==> config.mk <==
export PLATFORM = sky130hd
export DESIGN_NAME = otg_id_and_vbus_status
export DESIGN_NICKNAME = d
export VERILOG_FILES = /design/src/change_detect.v /design/src/rid_encoder.v /design/src/otg_id_and_vbus_status.v
export VERILOG_INCLUDE_DIRS = /design/src
export SDC_FILE = /design/constraint.sdc
export NUM_CORES = 1
export LEC_CHECK = 0
export ABC_AREA = 0
export BUFFER_PORTS_ARGS = -buffer_cell sky130_fd_sc_hd__buf_2
export CAP_MARGIN = 20
export CORE_UTILIZATION = 40
export CTS_CLUSTER_DIAMETER = 100
export DETAILED_ROUTE_END_ITERATION = 10
export HOLD_SLACK_MARGIN = 0.06
export PLACE_DENSITY = 0.64
export SYNTH_ARGS = -nofsm -noshare
export SYNTH_HDL_FRONTEND = slang
export SYNTH_SLANG_ARGS = --single-unit
==> constraint.sdc <==
create_clock -name clk -period 5.5 [get_ports clk]
set_input_delay 0.55 -clock clk [delete_from_list [all_inputs] [get_ports clk]]
set_output_delay 0.55 -clock clk [all_outputs]
set_load 0.1 [all_outputs]
==> src/otg_status_defs.vh <==
// register map, field positions and reset values of the otg status block
`ifndef OTG_STATUS_DEFS_VH
`define OTG_STATUS_DEFS_VH

// ******************************************************************
// register byte offsets
// ******************************************************************
`define OFS_OTG_CTRL      8'h00
`define OFS_INT_EN_RISE   8'h04
`define OFS_INT_EN_FALL   8'h08
`define OFS_USB_STATUS    8'h0C
`define OFS_PENDING       8'h10
`define OFS_CARKIT_EN     8'h14
`define OFS_CARKIT_STATUS 8'h18
`define OFS_RID           8'h1C
`define OFS_IRQ_STATUS    8'h20
`define OFS_IRQ_MASK      8'h24

// ******************************************************************
// field positions
// ******************************************************************
`define BIT_PULL_ENABLE   0
`define BIT_BUS_VALID     1
`define BIT_SESS_VALID    2
`define BIT_SESS_END      3
`define BIT_IDENT_GND     4
`define BIT_IDENT_FLOAT   5
`define BIT_FLOAT_RISE    0
`define BIT_FLOAT_FALL    1
`define BIT_CARKIT_FLOAT  0
`define EVENT_WIDTH       6
`define RID_WIDTH         3
`define RID_LEVELS        5

// ******************************************************************
// reset values
// ******************************************************************
`define RST_OTG_CTRL      8'h00
`define RST_INT_EN        8'h1E
`define RST_CARKIT_EN     8'h00
`define RST_EVENTS        6'h00

// ******************************************************************
// resistance codes
// ******************************************************************
`define RID_GROUND        3'h0
`define RID_75_OHM        3'h1
`define RID_102K          3'h2
`define RID_200K          3'h3
`define RID_440K          3'h4
`define RID_FLOATING      3'h5

`endif

==> src/change_detect.v <==
// per-bit change detector with separate rising and falling enables
`timescale 1ns/1ns
`include "otg_status_defs.vh"

module change_detect (
  input wire clk, // system clock
  input wire rst, // synchronous reset, high
  input wire [`EVENT_WIDTH-1:0] level, // current flag levels
  input wire [`EVENT_WIDTH-1:0] rise_en, // report 0 to 1 changes
  input wire [`EVENT_WIDTH-1:0] fall_en, // report 1 to 0 changes
  output wire [`EVENT_WIDTH-1:0] event_pulse // one-cycle change pulses
);

  reg [`EVENT_WIDTH-1:0] prev_reg;
  reg armed_reg;

  // first sample after reset only arms, so no false edge from reset value
  always @(posedge clk) begin
    if (rst) begin
      prev_reg <= `RST_EVENTS;
      armed_reg <= 1'b0;
    end else begin
      prev_reg <= level;
      armed_reg <= 1'b1;
    end
  end

  assign event_pulse = {`EVENT_WIDTH{armed_reg}} &
    ((level & ~prev_reg & rise_en) | (~level & prev_reg & fall_en));

endmodule

==> src/rid_encoder.v <==
// converts thermometer trip levels of the resistance converter to a code
`timescale 1ns/1ns
`include "otg_status_defs.vh"

module rid_encoder (
  input wire [`RID_LEVELS-1:0] trip_levels, // thermometer, bit n set above step n
  output reg [`RID_WIDTH-1:0] rid_code // encoded resistance class
);

  function [`RID_WIDTH-1:0] count_ones;
    input [`RID_LEVELS-1:0] t;
    integer i;
    reg [`RID_WIDTH-1:0] n;
    begin
      n = 3'h0;
      for (i = 0; i < `RID_LEVELS; i = i + 1) begin
        n = n + {2'h0, t[i]};
      end
      count_ones = n;
    end
  endfunction

  // a broken thermometer is still counted; ones map to ground..floating
  always @* begin
    case (count_ones(trip_levels))
      3'h0: rid_code = `RID_GROUND; // RULE_04
      3'h1: rid_code = `RID_75_OHM;
      3'h2: rid_code = `RID_102K;
      3'h3: rid_code = `RID_200K;
      3'h4: rid_code = `RID_440K;
      default: rid_code = `RID_FLOATING;
    endcase
  end

endmodule

==> src/otg_id_and_vbus_status.v <==
// otg ident pin and bus power status, events, receive commands and wishbone registers
`timescale 1ns/1ns
`include "otg_status_defs.vh"

// How it works
// [RULE_01] link enables pull-up, waits 50 ms, reads ground
// [RULE_02] ground flag 0 for A plug, 1 floating
// [RULE_03] weak pull ground comparator interrupts with pull-up off
// [RULE_04] resistance code 000 ground through 101 floating
// [RULE_05] resistance code readable in synchronous mode
// [RULE_06] float changes send receive command with alternate bit
// [RULE_07] ground/float flags: 11 float, 10 102k, 00 ground
// [RULE_08] pull-up control bit connects internal 100k pull-up
// [RULE_09] ground status bit 4, float carkit bit 0
// [RULE_10] ground flag interrupts per enabled edge direction
// [RULE_11] bus comparator outputs readable in status register
// [RULE_12] session end flag rises below 0.5 volts
// [RULE_13] both enables clear disables session end, reads 0
// [RULE_14] session valid enables only gate its interrupts
// [RULE_15] one shared session valid comparator for both roles
// [RULE_16] both enables clear: bus valid off, reads 0
// [RULE_17] enabled changes stay pending until reported to link
module otg_id_and_vbus_status (
  input wire clk, // system clock, 100 MHz
  input wire rst, // synchronous reset, high
  input wire wb_cyc_i, // wishbone cycle
  input wire wb_stb_i, // wishbone strobe
  input wire wb_we_i, // wishbone write enable
  input wire [7:0] wb_adr_i, // wishbone byte address
  input wire [3:0] wb_sel_i, // wishbone byte selects
  input wire [31:0] wb_dat_i, // wishbone write data
  output reg [31:0] wb_dat_o, // wishbone read data
  output reg wb_ack_o, // wishbone acknowledge
  input wire ident_ground_comp, // ground comparator, low when pin pulled down
  input wire ident_float_comp, // float comparator, high when pin open
  input wire session_end_comp, // bus power below session end level
  input wire session_valid_comp, // shared session valid comparator
  input wire bus_power_valid_comp, // bus power above valid level
  input wire [`RID_LEVELS-1:0] rid_trip_levels, // resistance converter trip levels
  input wire sync_mode, // transceiver is in synchronous mode
  input wire [1:0] line_state, // line state for receive commands
  output reg ident_pin_pull_enable, // connects the 100k ident pull-up
  output reg session_end_comp_en, // powers the session end comparator
  output reg bus_valid_comp_en, // powers the bus valid comparator
  output wire rxcmd_valid, // receive command waiting for the link
  input wire rxcmd_ready, // link takes the receive command
  output reg [7:0] rxcmd_data, // receive command byte
  output reg irq // level interrupt, unmasked status set
);

  // ******************************************************************
  // registers
  // ******************************************************************
  reg [7:0] otg_ctrl_reg;
  reg [7:0] en_rise_reg;
  reg [7:0] en_fall_reg;
  reg [7:0] carkit_en_reg;
  reg [`EVENT_WIDTH-1:0] pending_reg;
  reg [`EVENT_WIDTH-1:0] pending_next;
  reg [`EVENT_WIDTH-1:0] irq_status_reg;
  reg [`EVENT_WIDTH-1:0] irq_status_next;
  reg [`EVENT_WIDTH-1:0] irq_mask_reg;
  reg [`RID_WIDTH-1:0] rid_reg;
  reg [`EVENT_WIDTH-1:0] flags_reg;

  wire [`RID_WIDTH-1:0] rid_code;
  wire [`EVENT_WIDTH-1:0] flags;
  wire [`EVENT_WIDTH-1:0] rise_en;
  wire [`EVENT_WIDTH-1:0] fall_en;
  wire [`EVENT_WIDTH-1:0] events;
  wire sess_end_on;
  wire bus_valid_on;
  wire float_on;
  wire bus_req;
  wire wr_lo;
  wire rxcmd_take;
  wire [`EVENT_WIDTH-1:0] wr_clear;
  wire wr_ctrl;
  wire wr_rise;
  wire wr_fall;
  wire wr_carkit;
  wire wr_mask;
  wire wr_clr;

  // ******************************************************************
  // helpers
  // ******************************************************************
  // a comparator stays powered while either edge enable is set
  function comp_enabled;
    input [7:0] rise;
    input [7:0] fall;
    input integer pos;
    begin
      comp_enabled = rise[pos] | fall[pos];
    end
  endfunction

  // registers sit in the low byte; upper bytes read 0
  function [31:0] low_byte;
    input [7:0] v;
    begin
      low_byte = {24'h000000, v};
    end
  endfunction

  // six-bit event words
  function [31:0] event_word;
    input [`EVENT_WIDTH-1:0] v;
    begin
      event_word = low_byte({2'h0, v});
    end
  endfunction

  // ******************************************************************
  // comparator enables and flags
  // ******************************************************************
  // the session end or bus valid comparator is off when its rising and falling enables are both clear
  assign sess_end_on = comp_enabled(en_rise_reg, en_fall_reg, `BIT_SESS_END); // RULE_13
  assign bus_valid_on = comp_enabled(en_rise_reg, en_fall_reg, `BIT_BUS_VALID); // RULE_16
  // the float comparator only means something with the strong pull-up on
  assign float_on = otg_ctrl_reg[`BIT_PULL_ENABLE]; // RULE_07

  assign flags[0] = 1'b0;
  assign flags[`BIT_BUS_VALID] = bus_power_valid_comp & bus_valid_on; // RULE_11 RULE_16
  // session valid is never powered down; only its interrupts are gated
  assign flags[`BIT_SESS_VALID] = session_valid_comp; // RULE_14 RULE_15
  assign flags[`BIT_SESS_END] = session_end_comp & sess_end_on; // RULE_12 RULE_13
  // ground comparator works from the weak pull as well as the strong one
  assign flags[`BIT_IDENT_GND] = ident_ground_comp; // RULE_02 RULE_03
  assign flags[`BIT_IDENT_FLOAT] = ident_float_comp & float_on; // RULE_07

  assign rise_en = {carkit_en_reg[`BIT_FLOAT_RISE], en_rise_reg[4:1], 1'b0}; // RULE_06
  assign fall_en = {carkit_en_reg[`BIT_FLOAT_FALL], en_fall_reg[4:1], 1'b0}; // RULE_06

  always @* begin
    ident_pin_pull_enable = otg_ctrl_reg[`BIT_PULL_ENABLE]; // RULE_08
    session_end_comp_en = sess_end_on; // RULE_13
    bus_valid_comp_en = bus_valid_on; // RULE_16
  end

  // ******************************************************************
  // change detection and resistance converter
  // ******************************************************************
  change_detect u_change (
    .clk(clk),
    .rst(rst),
    .level(flags),
    .rise_en(rise_en),
    .fall_en(fall_en),
    .event_pulse(events) // RULE_10 RULE_03
  );

  rid_encoder u_rid (
    .trip_levels(rid_trip_levels),
    .rid_code(rid_code) // RULE_04
  );

  // code only tracks the converter in synchronous mode, held otherwise
  always @(posedge clk) begin
    if (rst) begin
      rid_reg <= `RID_FLOATING;
    end else if (sync_mode) begin
      rid_reg <= rid_code; // RULE_05
    end
  end

  always @(posedge clk) begin
    if (rst) begin
      flags_reg <= `RST_EVENTS;
    end else begin
      flags_reg <= flags;
    end
  end

  // ******************************************************************
  // wishbone slave
  // ******************************************************************
  assign bus_req = wb_cyc_i & wb_stb_i & ~wb_ack_o;
  assign wr_lo = bus_req & wb_we_i & wb_sel_i[0];
  // one strobe per writable register; other offsets write nothing
  assign wr_ctrl = wr_lo & (wb_adr_i == `OFS_OTG_CTRL);
  assign wr_rise = wr_lo & (wb_adr_i == `OFS_INT_EN_RISE);
  assign wr_fall = wr_lo & (wb_adr_i == `OFS_INT_EN_FALL);
  assign wr_carkit = wr_lo & (wb_adr_i == `OFS_CARKIT_EN);
  assign wr_mask = wr_lo & (wb_adr_i == `OFS_IRQ_MASK);
  assign wr_clr = wr_lo & (wb_adr_i == `OFS_IRQ_STATUS);

  always @(posedge clk) begin
    if (rst) begin
      wb_ack_o <= 1'b0;
    end else begin
      wb_ack_o <= bus_req;
    end
  end

  // ******************************************************************
  // register writes
  // ******************************************************************
  // one process per register keeps each reset value next to its write
  always @(posedge clk) begin
    if (rst) begin
      otg_ctrl_reg <= `RST_OTG_CTRL;
    end else if (wr_ctrl) begin
      otg_ctrl_reg <= wb_dat_i[7:0]; // RULE_08
    end
  end

  always @(posedge clk) begin
    if (rst) begin
      en_rise_reg <= `RST_INT_EN;
    end else if (wr_rise) begin
      en_rise_reg <= wb_dat_i[7:0]; // RULE_10
    end
  end

  always @(posedge clk) begin
    if (rst) begin
      en_fall_reg <= `RST_INT_EN;
    end else if (wr_fall) begin
      en_fall_reg <= wb_dat_i[7:0]; // RULE_10
    end
  end

  always @(posedge clk) begin
    if (rst) begin
      carkit_en_reg <= `RST_CARKIT_EN;
    end else if (wr_carkit) begin
      carkit_en_reg <= wb_dat_i[7:0]; // RULE_06
    end
  end

  always @(posedge clk) begin
    if (rst) begin
      irq_mask_reg <= `RST_EVENTS;
    end else if (wr_mask) begin
      irq_mask_reg <= wb_dat_i[`EVENT_WIDTH-1:0];
    end
  end

  always @(posedge clk) begin
    if (rst) begin
      wb_dat_o <= 32'h00000000;
    end else if (bus_req & ~wb_we_i) begin
      case (wb_adr_i)
        `OFS_OTG_CTRL: wb_dat_o <= low_byte(otg_ctrl_reg);
        `OFS_INT_EN_RISE: wb_dat_o <= low_byte(en_rise_reg);
        `OFS_INT_EN_FALL: wb_dat_o <= low_byte(en_fall_reg);
        `OFS_USB_STATUS: wb_dat_o <= low_byte({3'h0, flags_reg[4:0]}); // RULE_09 RULE_11
        `OFS_PENDING: wb_dat_o <= event_word(pending_reg);
        `OFS_CARKIT_EN: wb_dat_o <= low_byte(carkit_en_reg);
        `OFS_CARKIT_STATUS: wb_dat_o <= low_byte({7'h00, flags_reg[`BIT_IDENT_FLOAT]}); // RULE_09
        `OFS_RID: wb_dat_o <= low_byte({5'h00, rid_reg}); // RULE_05
        `OFS_IRQ_STATUS: wb_dat_o <= event_word(irq_status_reg);
        `OFS_IRQ_MASK: wb_dat_o <= event_word(irq_mask_reg);
        default: wb_dat_o <= 32'h00000000;
      endcase
    end
  end

  // ******************************************************************
  // sticky interrupt status
  // ******************************************************************
  assign wr_clear = wr_clr ? wb_dat_i[`EVENT_WIDTH-1:0] : `RST_EVENTS;

  // a new event in the clearing cycle survives: set applied after clear
  always @* begin
    irq_status_next = (irq_status_reg & ~wr_clear) | events; // RULE_10 RULE_03
  end

  always @(posedge clk) begin
    if (rst) begin
      irq_status_reg <= `RST_EVENTS;
    end else begin
      irq_status_reg <= irq_status_next;
    end
  end

  // ******************************************************************
  // interrupt output
  // ******************************************************************
  // taken from the next status so the line moves with the status bit
  always @(posedge clk) begin
    if (rst) begin
      irq <= 1'b0;
    end else begin
      irq <= |(irq_status_next & irq_mask_reg);
    end
  end

  // ******************************************************************
  // pending events and receive commands to the link
  // ******************************************************************
  assign rxcmd_valid = |pending_reg; // RULE_17
  assign rxcmd_take = rxcmd_valid & rxcmd_ready;

  // reported events clear; events arriving meanwhile stay pending
  always @* begin
    pending_next = pending_reg;
    if (rxcmd_take) begin
      pending_next = `RST_EVENTS;
    end
    pending_next = pending_next | events; // RULE_17
  end

  always @(posedge clk) begin
    if (rst) begin
      pending_reg <= `RST_EVENTS;
    end else begin
      pending_reg <= pending_next;
    end
  end

  // ******************************************************************
  // receive command byte
  // ******************************************************************
  // status packed for the link; events merge while it waits
  function [1:0] bus_power_state;
    input [`EVENT_WIDTH-1:0] f;
    begin
      if (f[`BIT_BUS_VALID]) begin
        bus_power_state = 2'h3;
      end else if (f[`BIT_SESS_VALID]) begin
        bus_power_state = 2'h2;
      end else if (!f[`BIT_SESS_END]) begin
        bus_power_state = 2'h1;
      end else begin
        bus_power_state = 2'h0;
      end
    end
  endfunction

  // byte: alt bit, ident ground, rx event 0, bus power state, line state
  always @(posedge clk) begin
    if (rst) begin
      rxcmd_data <= 8'h00;
    end else begin
      rxcmd_data <= {pending_next[`BIT_IDENT_FLOAT], flags[`BIT_IDENT_GND], 2'h0,
                     bus_power_state(flags), line_state}; // RULE_06
    end
  end

endmodule

=== Word-level counts from Yosys, hierarchy flattened ===
Cells that the tools add are included.

* Flip-flop bits (word level): 102
* Input port bits: 63
* Output and inout port bits: 46

* Add/subtract/negate cells: 4
* Eq/ne operators: 13
* Multiplexer cells: 8
* Bitwise gates (word level): 32
* Reductions and logical operators: 4

{| class="wikitable"
|+ Operator list
! cell !! number
|-
| one-hot mux 8 bit (10 select lines) || 1
|-
| AND 6 bit || 7
|-
| == test 8 x 5 -> 1 bit, second input constant || 4
|-
| inverter 6 bit || 3
|-
| bitwise OR 6 bit || 3
|-
| == test 8 x 4 -> 1 bit, second input constant || 2
|-
| == test 8 x 6 -> 1 bit, second input constant || 2
|-
| AND 1 bit || 15
|-
| one-hot mux 3 bit (5 select lines) || 1
|-
| two-way mux 6 bit || 2
|-
| OR reduction 6 bit || 2
|-
| adder 3 x 1 -> 3 bit || 3
|-
| == test 8 x 3 -> 1 bit, second input constant || 1
|-
| logical NOT 8 bit || 1
|-
| == test 3 x 2 -> 1 bit, second input constant || 2
|-
| two-way mux 2 bit || 2
|-
| == test 3 x 1 -> 1 bit, second input constant || 1
|-
| == test 3 bit, second input constant || 1
|-
| logical NOT 3 bit || 1
|-
| adder 1 x 1 -> 2 bit || 1
|-
| two-way mux 1 bit || 2
|-
| inverter 1 bit || 2
|-
| bitwise OR 1 bit || 2
|}

=== Logic depth before layout (Yosys ltp) ===
Gate-level depths: netlist (run 1).

* Depth in word-level cells: 11
* Gate-level depth with buffers: 12

=== Hierarchy ===
A second synthesis (run 1) with hierarchy kept.

* Cell total of the unflattened synthesis: 391
* Area total of the unflattened synthesis: 3783.6 um^2

{| class="wikitable"
|+ Modules (own cells, without submodules)
! module !! times used !! cells each !! area each (um^2)
|-
| otg_id_and_vbus_status || 1 || 348 || 3382.0
|-
| change_detect || 1 || 33 || 320.3
|-
| rid_encoder || 1 || 10 || 81.3
|}

=== Worst setup path after synthesis (run 1) ===
OpenSTA, ideal clock, no wires.

* Path type: input port to flip-flop
* From: input wb_adr_i[2]
* To: register irq
* Setup time: 146 ps
* Arrival: 2360 ps
* Required time: 5354 ps
* Setup slack: 2994 ps
* Cell stages on the path: 7
* Path through: buf_4 > or4_1 > buf_2 > nor4_4 > a21boi_1 > a2111oi_1 > a41oi_1

* Longest elaborated chain between the ends: 8

{| class="wikitable"
|+ RTL lines
! what !! RTL line !! text
|-
| start: declaration || otg_id_and_vbus_status.v:29 || <nowiki>input wire [7:0] wb_adr_i,</nowiki>
|-
| == test 8 x 6 -> 1 bit || n/a ||
|-
| AND 1 bit || otg_id_and_vbus_status.v:186 || <nowiki>assign wr_clr = wr_lo & (wb_adr_i == `OFS_IRQ_STATUS);</nowiki>
|-
| two-way mux 6 bit (no line) || n/a ||
|-
| inverter 6 bit || otg_id_and_vbus_status.v:267 || <nowiki>irq_status_next = (irq_status_reg & ~wr_clear) | events;</nowiki>
|-
| AND 6 bit || otg_id_and_vbus_status.v:267 ||
|-
| bitwise OR 6 bit || otg_id_and_vbus_status.v:267 ||
|-
| AND 6 bit || otg_id_and_vbus_status.v:286 || <nowiki>irq <= |(irq_status_next & irq_mask_reg);</nowiki>
|-
| OR reduction 6 bit || otg_id_and_vbus_status.v:286 ||
|-
| end signal: assignment || otg_id_and_vbus_status.v:286 ||
|-
| end: declaration || otg_id_and_vbus_status.v:48 || <nowiki>output reg irq</nowiki>
|}

Every way passes these cells.
A chain may end at the register's enable or synchronous reset.

=== Final worst setup path (run 1) ===
* From: input wb_adr_i[4]
* To: register irq

Same word-level chain as after synthesis.

==> qor.txt, run 1 <==
vias in the first global route: 2738
Mapped Cells: 400
top cells by area, synth: dfxtp_1, mux2i_1, buf_4
main combinational cell family by area after synthesis: simple AND/OR/NAND/NOR gates
unrepaired setup endpoints after global routing: false
proportion of layout cells with a drive suffix above 1: 19.2%
CTS clk-pin slew, worst paths: 70 ps
# clock sinks: 72
register area share after synthesis: 40.3%
Setup Buffers After CTS: 0
FP Rows: 34
Post-CTS Resized: 0
Fin Setup TNS: 0 ps
Arrival @ worst endpoint: 2850 ps
setup violators final: 0
Netlist cell types: 54
biggest area consumer among synthesized cells: dfxtp_1
ANT cells: 0
Worst Setup Start Kind: input pin
Skew-Pair Late Insertion Delay: 350 ps
Fill cells: 902
Final #Nets: 514
mux contribution to synthesized area: 12.8%
total I/O pin count: 109
clock tree from TritonCTS: built
area of the multi-input gates: 1890 um2
antenna viol nets, final: 0
f_max: 377 MHz
total congestion overflow: 0
largest net degree at the start of global routing: 57
Fin Clk Skew: 6.11 ps
Via-to-Cell Ratio: 5.34
Pre-antenna DRT Iters: 8
syn avg cell area: 8.94 um2
GPL Wtd Cong: 0.872
clk buf depth: 2
Synth Area in XOR/XNOR: 0%
first-pass GRT wire length: 14200 um
Worst Max-Slew Pin Slew: 1080 ps
async set-reset flop share out of synthesis: 0%
failing checks: design-rule violations
DRC: 1
Final Max Tran Viols: 0
Worst VDD drop: 0.0965 mV
met3 Usage GRT: 3.83%
Die Span Y: 96.6 um
Initial DRC Count: 213
Initial Util: 41.2%
commonest cells after routing, fill and taps aside: dfxtp_1, buf_2, nor2_1, nand2_1, mux2i_1
critical path class: input pin to flip-flop
post-synthesis register bit count: 72
hpwl dp: 6430 um
Worst Hold Class: input pin to flip-flop
Syn. warnings: 0
htree depth: 3
Area Growth Syn to Fin: 12.4%
# Max-Cap Violations: 0
minimum clock period: 2650 ps
core area: 8680 um2
GRT met1 Usage: 27.7%
Max FO, Critical Path: 23
complex-gate fraction of the synthesized area: 12.8%
CP Capture Type: flip-flop
Post-Synth Adder-Cell Area: 1.82%
Tot GR Track Use: 20.8%
leakage: 1.70 nW
Num CTS Buffers: 9
global-route layer with the greatest usage: met2
routed length per instance: 15.9 um
final core utilization: 46.3%
status: finished, violations left
Pwr Density: 299 nW/um2
Worst EP required: 5700 ps
antenna violations before repair: 0
I/O Buffers: 55
register area: 1440 um2
Hold Fails Final Rpt: 0
Synth Flop Type: dfxtp_1
die area: 9320 um2
total wire length: 8910 um
Post-Synth Simple-Gate Area: 22.8%
hold_buf cts: 0
CTS root buf: clkbuf_8
most common cell after layout, fill and taps aside: dfxtp_1
Overall Power: 1.20 mW
met2 GRT Util: 32.7%
Slew headroom: 27.2%
die width: 96.6 um
Yosys top cell area share: 40.3%
Post-synth EDFFs: 0
crit share post-route: 48.2%
Post-Syn Area: 3580 um2
vias: 2988
## final cells by class
| class | instances | share of cell area [%] |
|---|---|---|
| Sequential cell | 72 | 35.9 |
| Inverter | 12 | 1.12 |
| Tap cell | 108 | 3.36 |
| Clock inverter | 3 | 1.62 |
| Clock buffer | 13 | 3.70 |
| Timing Repair Buffer | 57 | 7.22 |
| Multi-Input combinational cell | 295 | 47.1 |
## through the flow
stage | hold slack, ps | setup WS [ps] | area [um2] | std cells
after detailed placement | 446 | 2510 | 3810 | 544
after global routing | 431 | 2640 | 4020 | 560
final | 404 | 2850 | 4020 | 560
after global placement | 435 | 2470 | 3810 | 544
after CTS | 392 | 2850 | 4020 | 560
after floorplan | 436 | 2990 | 3670 | 425
## final timing paths
kind | start | to | slack (ps) | cells past startpoint
min | line_state[0] | rxcmd_data[0] | 400 | 2
max | wb_adr_i[4] | irq | 2850 | 6
min reg2reg | wb_dat_o[7] | wb_dat_o[7] | 450 | 2
max reg2reg | wb_ack_o | carkit_en_reg[4] | 2980 | 5
## layer usage
layer  vias up  part of all wire, %
li1       1455                    -
met1      1390                   45
met2       128                   46
met3        15                  7.2
met4         0                  1.9
met5         -                    0
## synthesized netlist by cell type (all sizes together), types with 2 or more instances
library cell and n:
a2111oi 2, a21boi 2, a21oi 18, a221oi 2, a222oi 2, a22o 6, a22oi 6, a2bb2oi 2
a31oi 2, and4b 7, buf 33, clkbuf 13, dfxtp 72, fa 2, ha 2, inv 12
mux2 4, mux2i 39, nand2 40, nand2b 2, nand3 21, nand3b 6, nor2 51, nor2b 5
nor3 4, nor4 3, nor4b 2, o211ai 2, o21ai 10, o22ai 3, o2bb2ai 2, o31ai 3
or2 4, or3 3, or4b 2
## power by group
group	switching, mW	total [mW]	internal [mW]
clock	0.191	0.459	0.268
sequential	0.00815	0.540	0.532
combinational	0.163	0.201	0.0382
total	0.363	1.20	0.838
## critical path, cell delays in order
cell and delay, ps:
buf_2 270, or4b_1 790, nor4_4 470, a21boi_1 170
a2111oi_1 430, a41oi_1 160
## logic make-up after synthesis
kind of cell | Yosys count
other cells | 1
fa+ha+maj | 4
flops | 72
simple gates | 154
mux | 44
buf+inv | 58
compound gates | 67
(Power assumes the default switching activity.)
==> run 2: changes to the inputs <==
--- a/config.mk
+++ b/config.mk
@@ -13,7 +13,7 @@
 export CTS_CLUSTER_DIAMETER = 100
 export DETAILED_ROUTE_END_ITERATION = 10
 export HOLD_SLACK_MARGIN = 0.06
-export PLACE_DENSITY = 0.64
+export PLACE_DENSITY = 0.66
 export SYNTH_ARGS = -nofsm -noshare
 export SYNTH_HDL_FRONTEND = slang
 export SYNTH_SLANG_ARGS = --single-unit
==> constraint.sdc (replaced) <==
create_clock -name clk -period 2.18 [get_ports clk]
set_input_delay 0.218 -clock clk [delete_from_list [all_inputs] [get_ports clk]]
set_output_delay 0.218 -clock clk [all_outputs]
set_load 0.1 [all_outputs]
==> run 2 against run 1 <==
Compared with the run above: largest power group unchanged; sequential share of layout area down 1.6 points; the flow still finishes with violations (design-rule violations); die area stayed put; first-iteration DRC count down 0.47%; worst setup slack got worse by 2700 ps; utilization up 2.3 points; cell count is 4.8% higher; via count grew 5.4%; clock skew up 0.67 ps; critical path depth shrank 1; sequential power grew to 2.5 times the previous value; non-clock buffer count grew 27; highest routed layer unchanged; sequential cell count unchanged.
==> qor.txt, run 2 (synthesis results as in run 1) <==
crit-path max cell delay: 490 ps
first-pass GRT wire length: 14700 um
Final Cell Area: 4220 um2
I/O Buffers: 55
Reg-to-Reg End: irq
Num CTS Buffers: 9
area of the multi-input gates: 1890 um2
setup violators final: 0
# clock sinks: 72
most common cell after layout, fill and taps aside: dfxtp_1
Slew headroom: 65.4%
worst r2r src: wb_ack_o
Area Growth Syn to Fin: 17.9%
GPL Wtd Cong: 0.871
f_max: 494 MHz
CTS root buf: clkbuf_8
Setup WS post-layout: 155 ps
Fill cells: 880
Initial Util: 41.2%
Fin Hold WS: 68.5 ps
combinational cell fraction of total power: 17.7%
Worst Setup Start Kind: flip-flop
R2R cell count: 5
Int Pwr: 2.04 mW
Overall Power: 2.98 mW
Initial DRC Count: 212
final core utilization: 48.6%
critical path class: flip-flop to flip-flop
vias in the first global route: 2922
Tot GR Track Use: 21.5%
die width: 96.6 um
Hold Fails Final Rpt: 0
crit share post-route: 92.9%
Net Sw Power: 0.943 mW
core area: 8680 um2
Pwr Density: 708 nW/um2
Post-CTS Resized: 0
total wire length: 9240 um
antenna viol nets, final: 0
Crit-path slowest cell: a2111oi_1
Final #Nets: 541
worst setup path endpoint: irq
proportion of layout cells with a drive suffix above 1: 24.6%
clk buf depth: 2
routed length per instance: 15.7 um
clock tree from TritonCTS: built
minimum clock period: 2020 ps
Arrival @ worst endpoint: 2230 ps
clock power share: 36.6%
status: finished, violations left
Die Span Y: 96.6 um
Pre-antenna DRT Iters: 10
Worst Hold Class: input pin to flip-flop
Post-Layout Cell Count: 587
ANT cells: 0
Max FO, Critical Path: 5
FF-to-FF setup slack: 160 ps
total congestion overflow: 0
leakage: 1.83 nW
Critical path origin: wb_ack_o
Setup Buffers After CTS: 0
CP Cell Sequence: nand3b_1, nor4_4, a21boi_1, a2111oi_1, a41oi_1
total I/O pin count: 109
switch share: 31.6%
hold_buf cts: 0
Placement Cell Area: 4010 um2
commonest cells after routing, fill and taps aside: dfxtp_1, buf_2, nor2_1, nand2_1, mux2i_1
Via-to-Cell Ratio: 5.36
Skew-Pair Late Insertion Delay: 360 ps
Fin Setup TNS: 0 ps
Worst VDD drop: 0.305 mV
# Max-Cap Violations: 0
vias: 3149
DRC: 1
antenna violations before repair: 0
CTS clk-pin slew, worst paths: 70 ps
unrepaired setup endpoints after global routing: false
Worst EP required: 2380 ps
Fin Clk Skew: 6.78 ps
failing checks: design-rule violations
FP Rows: 34
Final Max Tran Viols: 0
register area: 1440 um2
Placed Instances: 571
power share of the sequential group: 45.7%
hpwl dp: 7020 um
Worst Max-Slew Pin Slew: 507 ps
largest net degree at the start of global routing: 23
htree depth: 3
worst slack, placed: -97.2 ps
CP Capture Type: flip-flop
die area: 9320 um2
==> run 2: how the worst min path moves through the flow <==
stage,slack [ps],start,cells after the start,endpoint
floorplan,350,ident_ground_comp,1,flags_reg[4]
global placement,440,line_state[1],2,rxcmd_data[1]
detailed placement,440,line_state[1],2,rxcmd_data[1]
CTS,60,line_state[1],2,rxcmd_data[1]
global route,90,line_state[0],2,rxcmd_data[0]
finish,70,line_state[1],2,rxcmd_data[1]
==> run 2: routing by layer <==
metal  routed length, um  global-route usage (%)  vias to the layer above
met5                   0                       0                        -
li1                    -                       -                     1505
met4                 226                    10.4                        0
met1                4140                    28.2                     1513
met2                4290                    34.3                      114
met3                 585                    3.68                       17
==> run 2: worst max-delay path: cells and delay by family, from the launching register on <==
family / cells / cell delay, ps
and+or+nand+nor: 2 / 740
DFF: 1 / 320
AOI/OAI and AO/OA: 3 / 810
==> run 2: power groups by stage <==
stage                     registers (mW)  logic (mW)  clock network (mW)
final                               1.36       0.528                1.09
after global routing                1.37       0.564                1.17
after CTS                           1.36       0.528                1.11
after detailed placement            1.39       0.528                   0
after global placement              1.39       0.521                   0
after floorplan                     1.42       0.412                   0
==> run 2: layout make-up <==
type	instances	area share, %
clock buffers	11	3.59
well taps	108	3.20
inverters	12	1.07
repair buffers	84	11.7
clock inverters	5	1.31
flip-flops and latches	72	34.2
multi-input cells	295	44.9
==> run 3: changes to the inputs <==
--- a/config.mk
+++ b/config.mk
@@ -13,7 +13,7 @@
 export CTS_CLUSTER_DIAMETER = 100
 export DETAILED_ROUTE_END_ITERATION = 10
 export HOLD_SLACK_MARGIN = 0.06
-export PLACE_DENSITY = 0.66
+export PLACE_DENSITY = 0.64
 export SYNTH_ARGS = -nofsm -noshare
 export SYNTH_HDL_FRONTEND = slang
 export SYNTH_SLANG_ARGS = --single-unit
==> constraint.sdc (replaced) <==
create_clock -name clk -period 2.3 [get_ports clk]
set_input_delay 0.23 -clock clk [delete_from_list [all_inputs] [get_ports clk]]
set_output_delay 0.23 -clock clk [all_outputs]
set_load 0.1 [all_outputs]
==> run 3 against run 2 <==
Compared with the run above: the flow still finishes with violations (design-rule violations); sequential share of layout area up 0.53 points; combinational power down 6.1%; sequential power down 5%; first-iteration DRC count up 19%; register-to-register slack better by 190 ps; die area unchanged; largest power group unchanged.
==> qor.txt, run 3 (synthesis results as in run 1) <==
Worst Setup Start Kind: flip-flop
Overall Power: 2.77 mW
Net Sw Power: 0.875 mW
Int Pwr: 1.90 mW
power share of the sequential group: 46.6%
Max FO, Critical Path: 5
hpwl dp: 6810 um
largest net degree at the start of global routing: 23
Post-CTS Resized: 0
Arrival @ worst endpoint: 2170 ps
vias: 3118
vias in the first global route: 2752
clk buf depth: 2
proportion of layout cells with a drive suffix above 1: 23.1%
setup violators final: 0
Fin Setup TNS: 0 ps
Worst Hold Class: input pin to flip-flop
critical path class: flip-flop to flip-flop
total I/O pin count: 109
Initial DRC Count: 252
# Max-Cap Violations: 0
total congestion overflow: 0
DRC: 1
Worst Max-Slew Pin Slew: 569 ps
crit share post-route: 85.0%
antenna viol nets, final: 0
Placement Cell Area: 3970 um2
die width: 96.6 um
core area: 8680 um2
most common cell after layout, fill and taps aside: dfxtp_1
CTS root buf: clkbuf_8
clock power share: 35.5%
clock tree from TritonCTS: built
Fin Clk Skew: 11.3 ps
commonest cells after routing, fill and taps aside: dfxtp_1, buf_2, nor2_1, nand2_1, mux2i_1
Via-to-Cell Ratio: 5.38
ANT cells: 0
combinational cell fraction of total power: 17.9%
unrepaired setup endpoints after global routing: false
first-pass GRT wire length: 14300 um
Final Max Tran Viols: 0
FP Rows: 34
Area Growth Syn to Fin: 16.1%
status: finished, violations left
GPL Wtd Cong: 0.843
Worst VDD drop: 0.233 mV
CTS clk-pin slew, worst paths: 70 ps
Initial Util: 41.2%
antenna violations before repair: 0
Setup Buffers After CTS: 0
hold_buf cts: 0
f_max: 511 MHz
Tot GR Track Use: 21.1%
Skew-Pair Late Insertion Delay: 360 ps
Num CTS Buffers: 9
Fin Hold WS: 75.9 ps
Pre-antenna DRT Iters: 8
failing checks: design-rule violations
Final Cell Area: 4150 um2
Worst EP required: 2520 ps
# clock sinks: 72
routed length per instance: 15.8 um
Pwr Density: 668 nW/um2
CP Capture Type: flip-flop
Die Span Y: 96.6 um
leakage: 1.79 nW
switch share: 31.6%
Slew headroom: 61.1%
die area: 9320 um2
Final #Nets: 535
total wire length: 9140 um
Hold Fails Final Rpt: 0
minimum clock period: 1960 ps
I/O Buffers: 55
htree depth: 3
-- run 3: area by class of cell --
type,instances,area [um2]
fill,856,4530
clock inverter,3,42.5
sequential,72,1440
timing repair buffer,78,448
multi-input combinational,295,1890
tap,108,135
inverter,12,45.0
clock buffer,12,145
-- run 3: worst paths after layout --
kind	from	endpoint	slack [ps]	depth (start not counted)
max reg2reg	wb_ack_o	irq	340	6
min reg2reg	wb_dat_o[7]	wb_dat_o[7]	450	2
min	line_state[1]	rxcmd_data[1]	80	2
max	wb_ack_o	irq	340	6
-- run 3: power groups by stage --
| stage | sequential [mW] | clock [mW] | combinational, mW |
|---|---|---|---|
| floorplan | 1.35 | 0 | 0.391 |
| global placement | 1.32 | 0 | 0.489 |
| finish | 1.29 | 0.985 | 0.496 |
| detailed placement | 1.32 | 0 | 0.494 |
| CTS | 1.29 | 0.999 | 0.495 |
| global route | 1.29 | 1.05 | 0.532 |
-- run 3: critical path, cell delays in order (launching register included) --
cell and delay, ps:
dfxtp_2 320, nand3b_1 260, nor4_4 460, buf_4 200, a31oi_1 110, a2111oi_1 320
a41oi_1 160
-- run 3: stage by stage --
step / setup WS (ps) / instances / util, %
after floorplan: 92.4 / 425 / -
after detailed placement: 23.2 / 565 / 45.7
after CTS: 370 / 580 / 47.9
after global routing: 227 / 580 / 47.9
final: 344 / 580 / 47.9
after global placement: 73.5 / 565 / 45.7
-- run 3: routing by layer --
layer | track usage (%) | wire length, um
met1 | 27.8 | 4070
met2 | 33.7 | 4150
met3 | 4.69 | 730
met4 | 8.09 | 187
met5 | 0 | 0
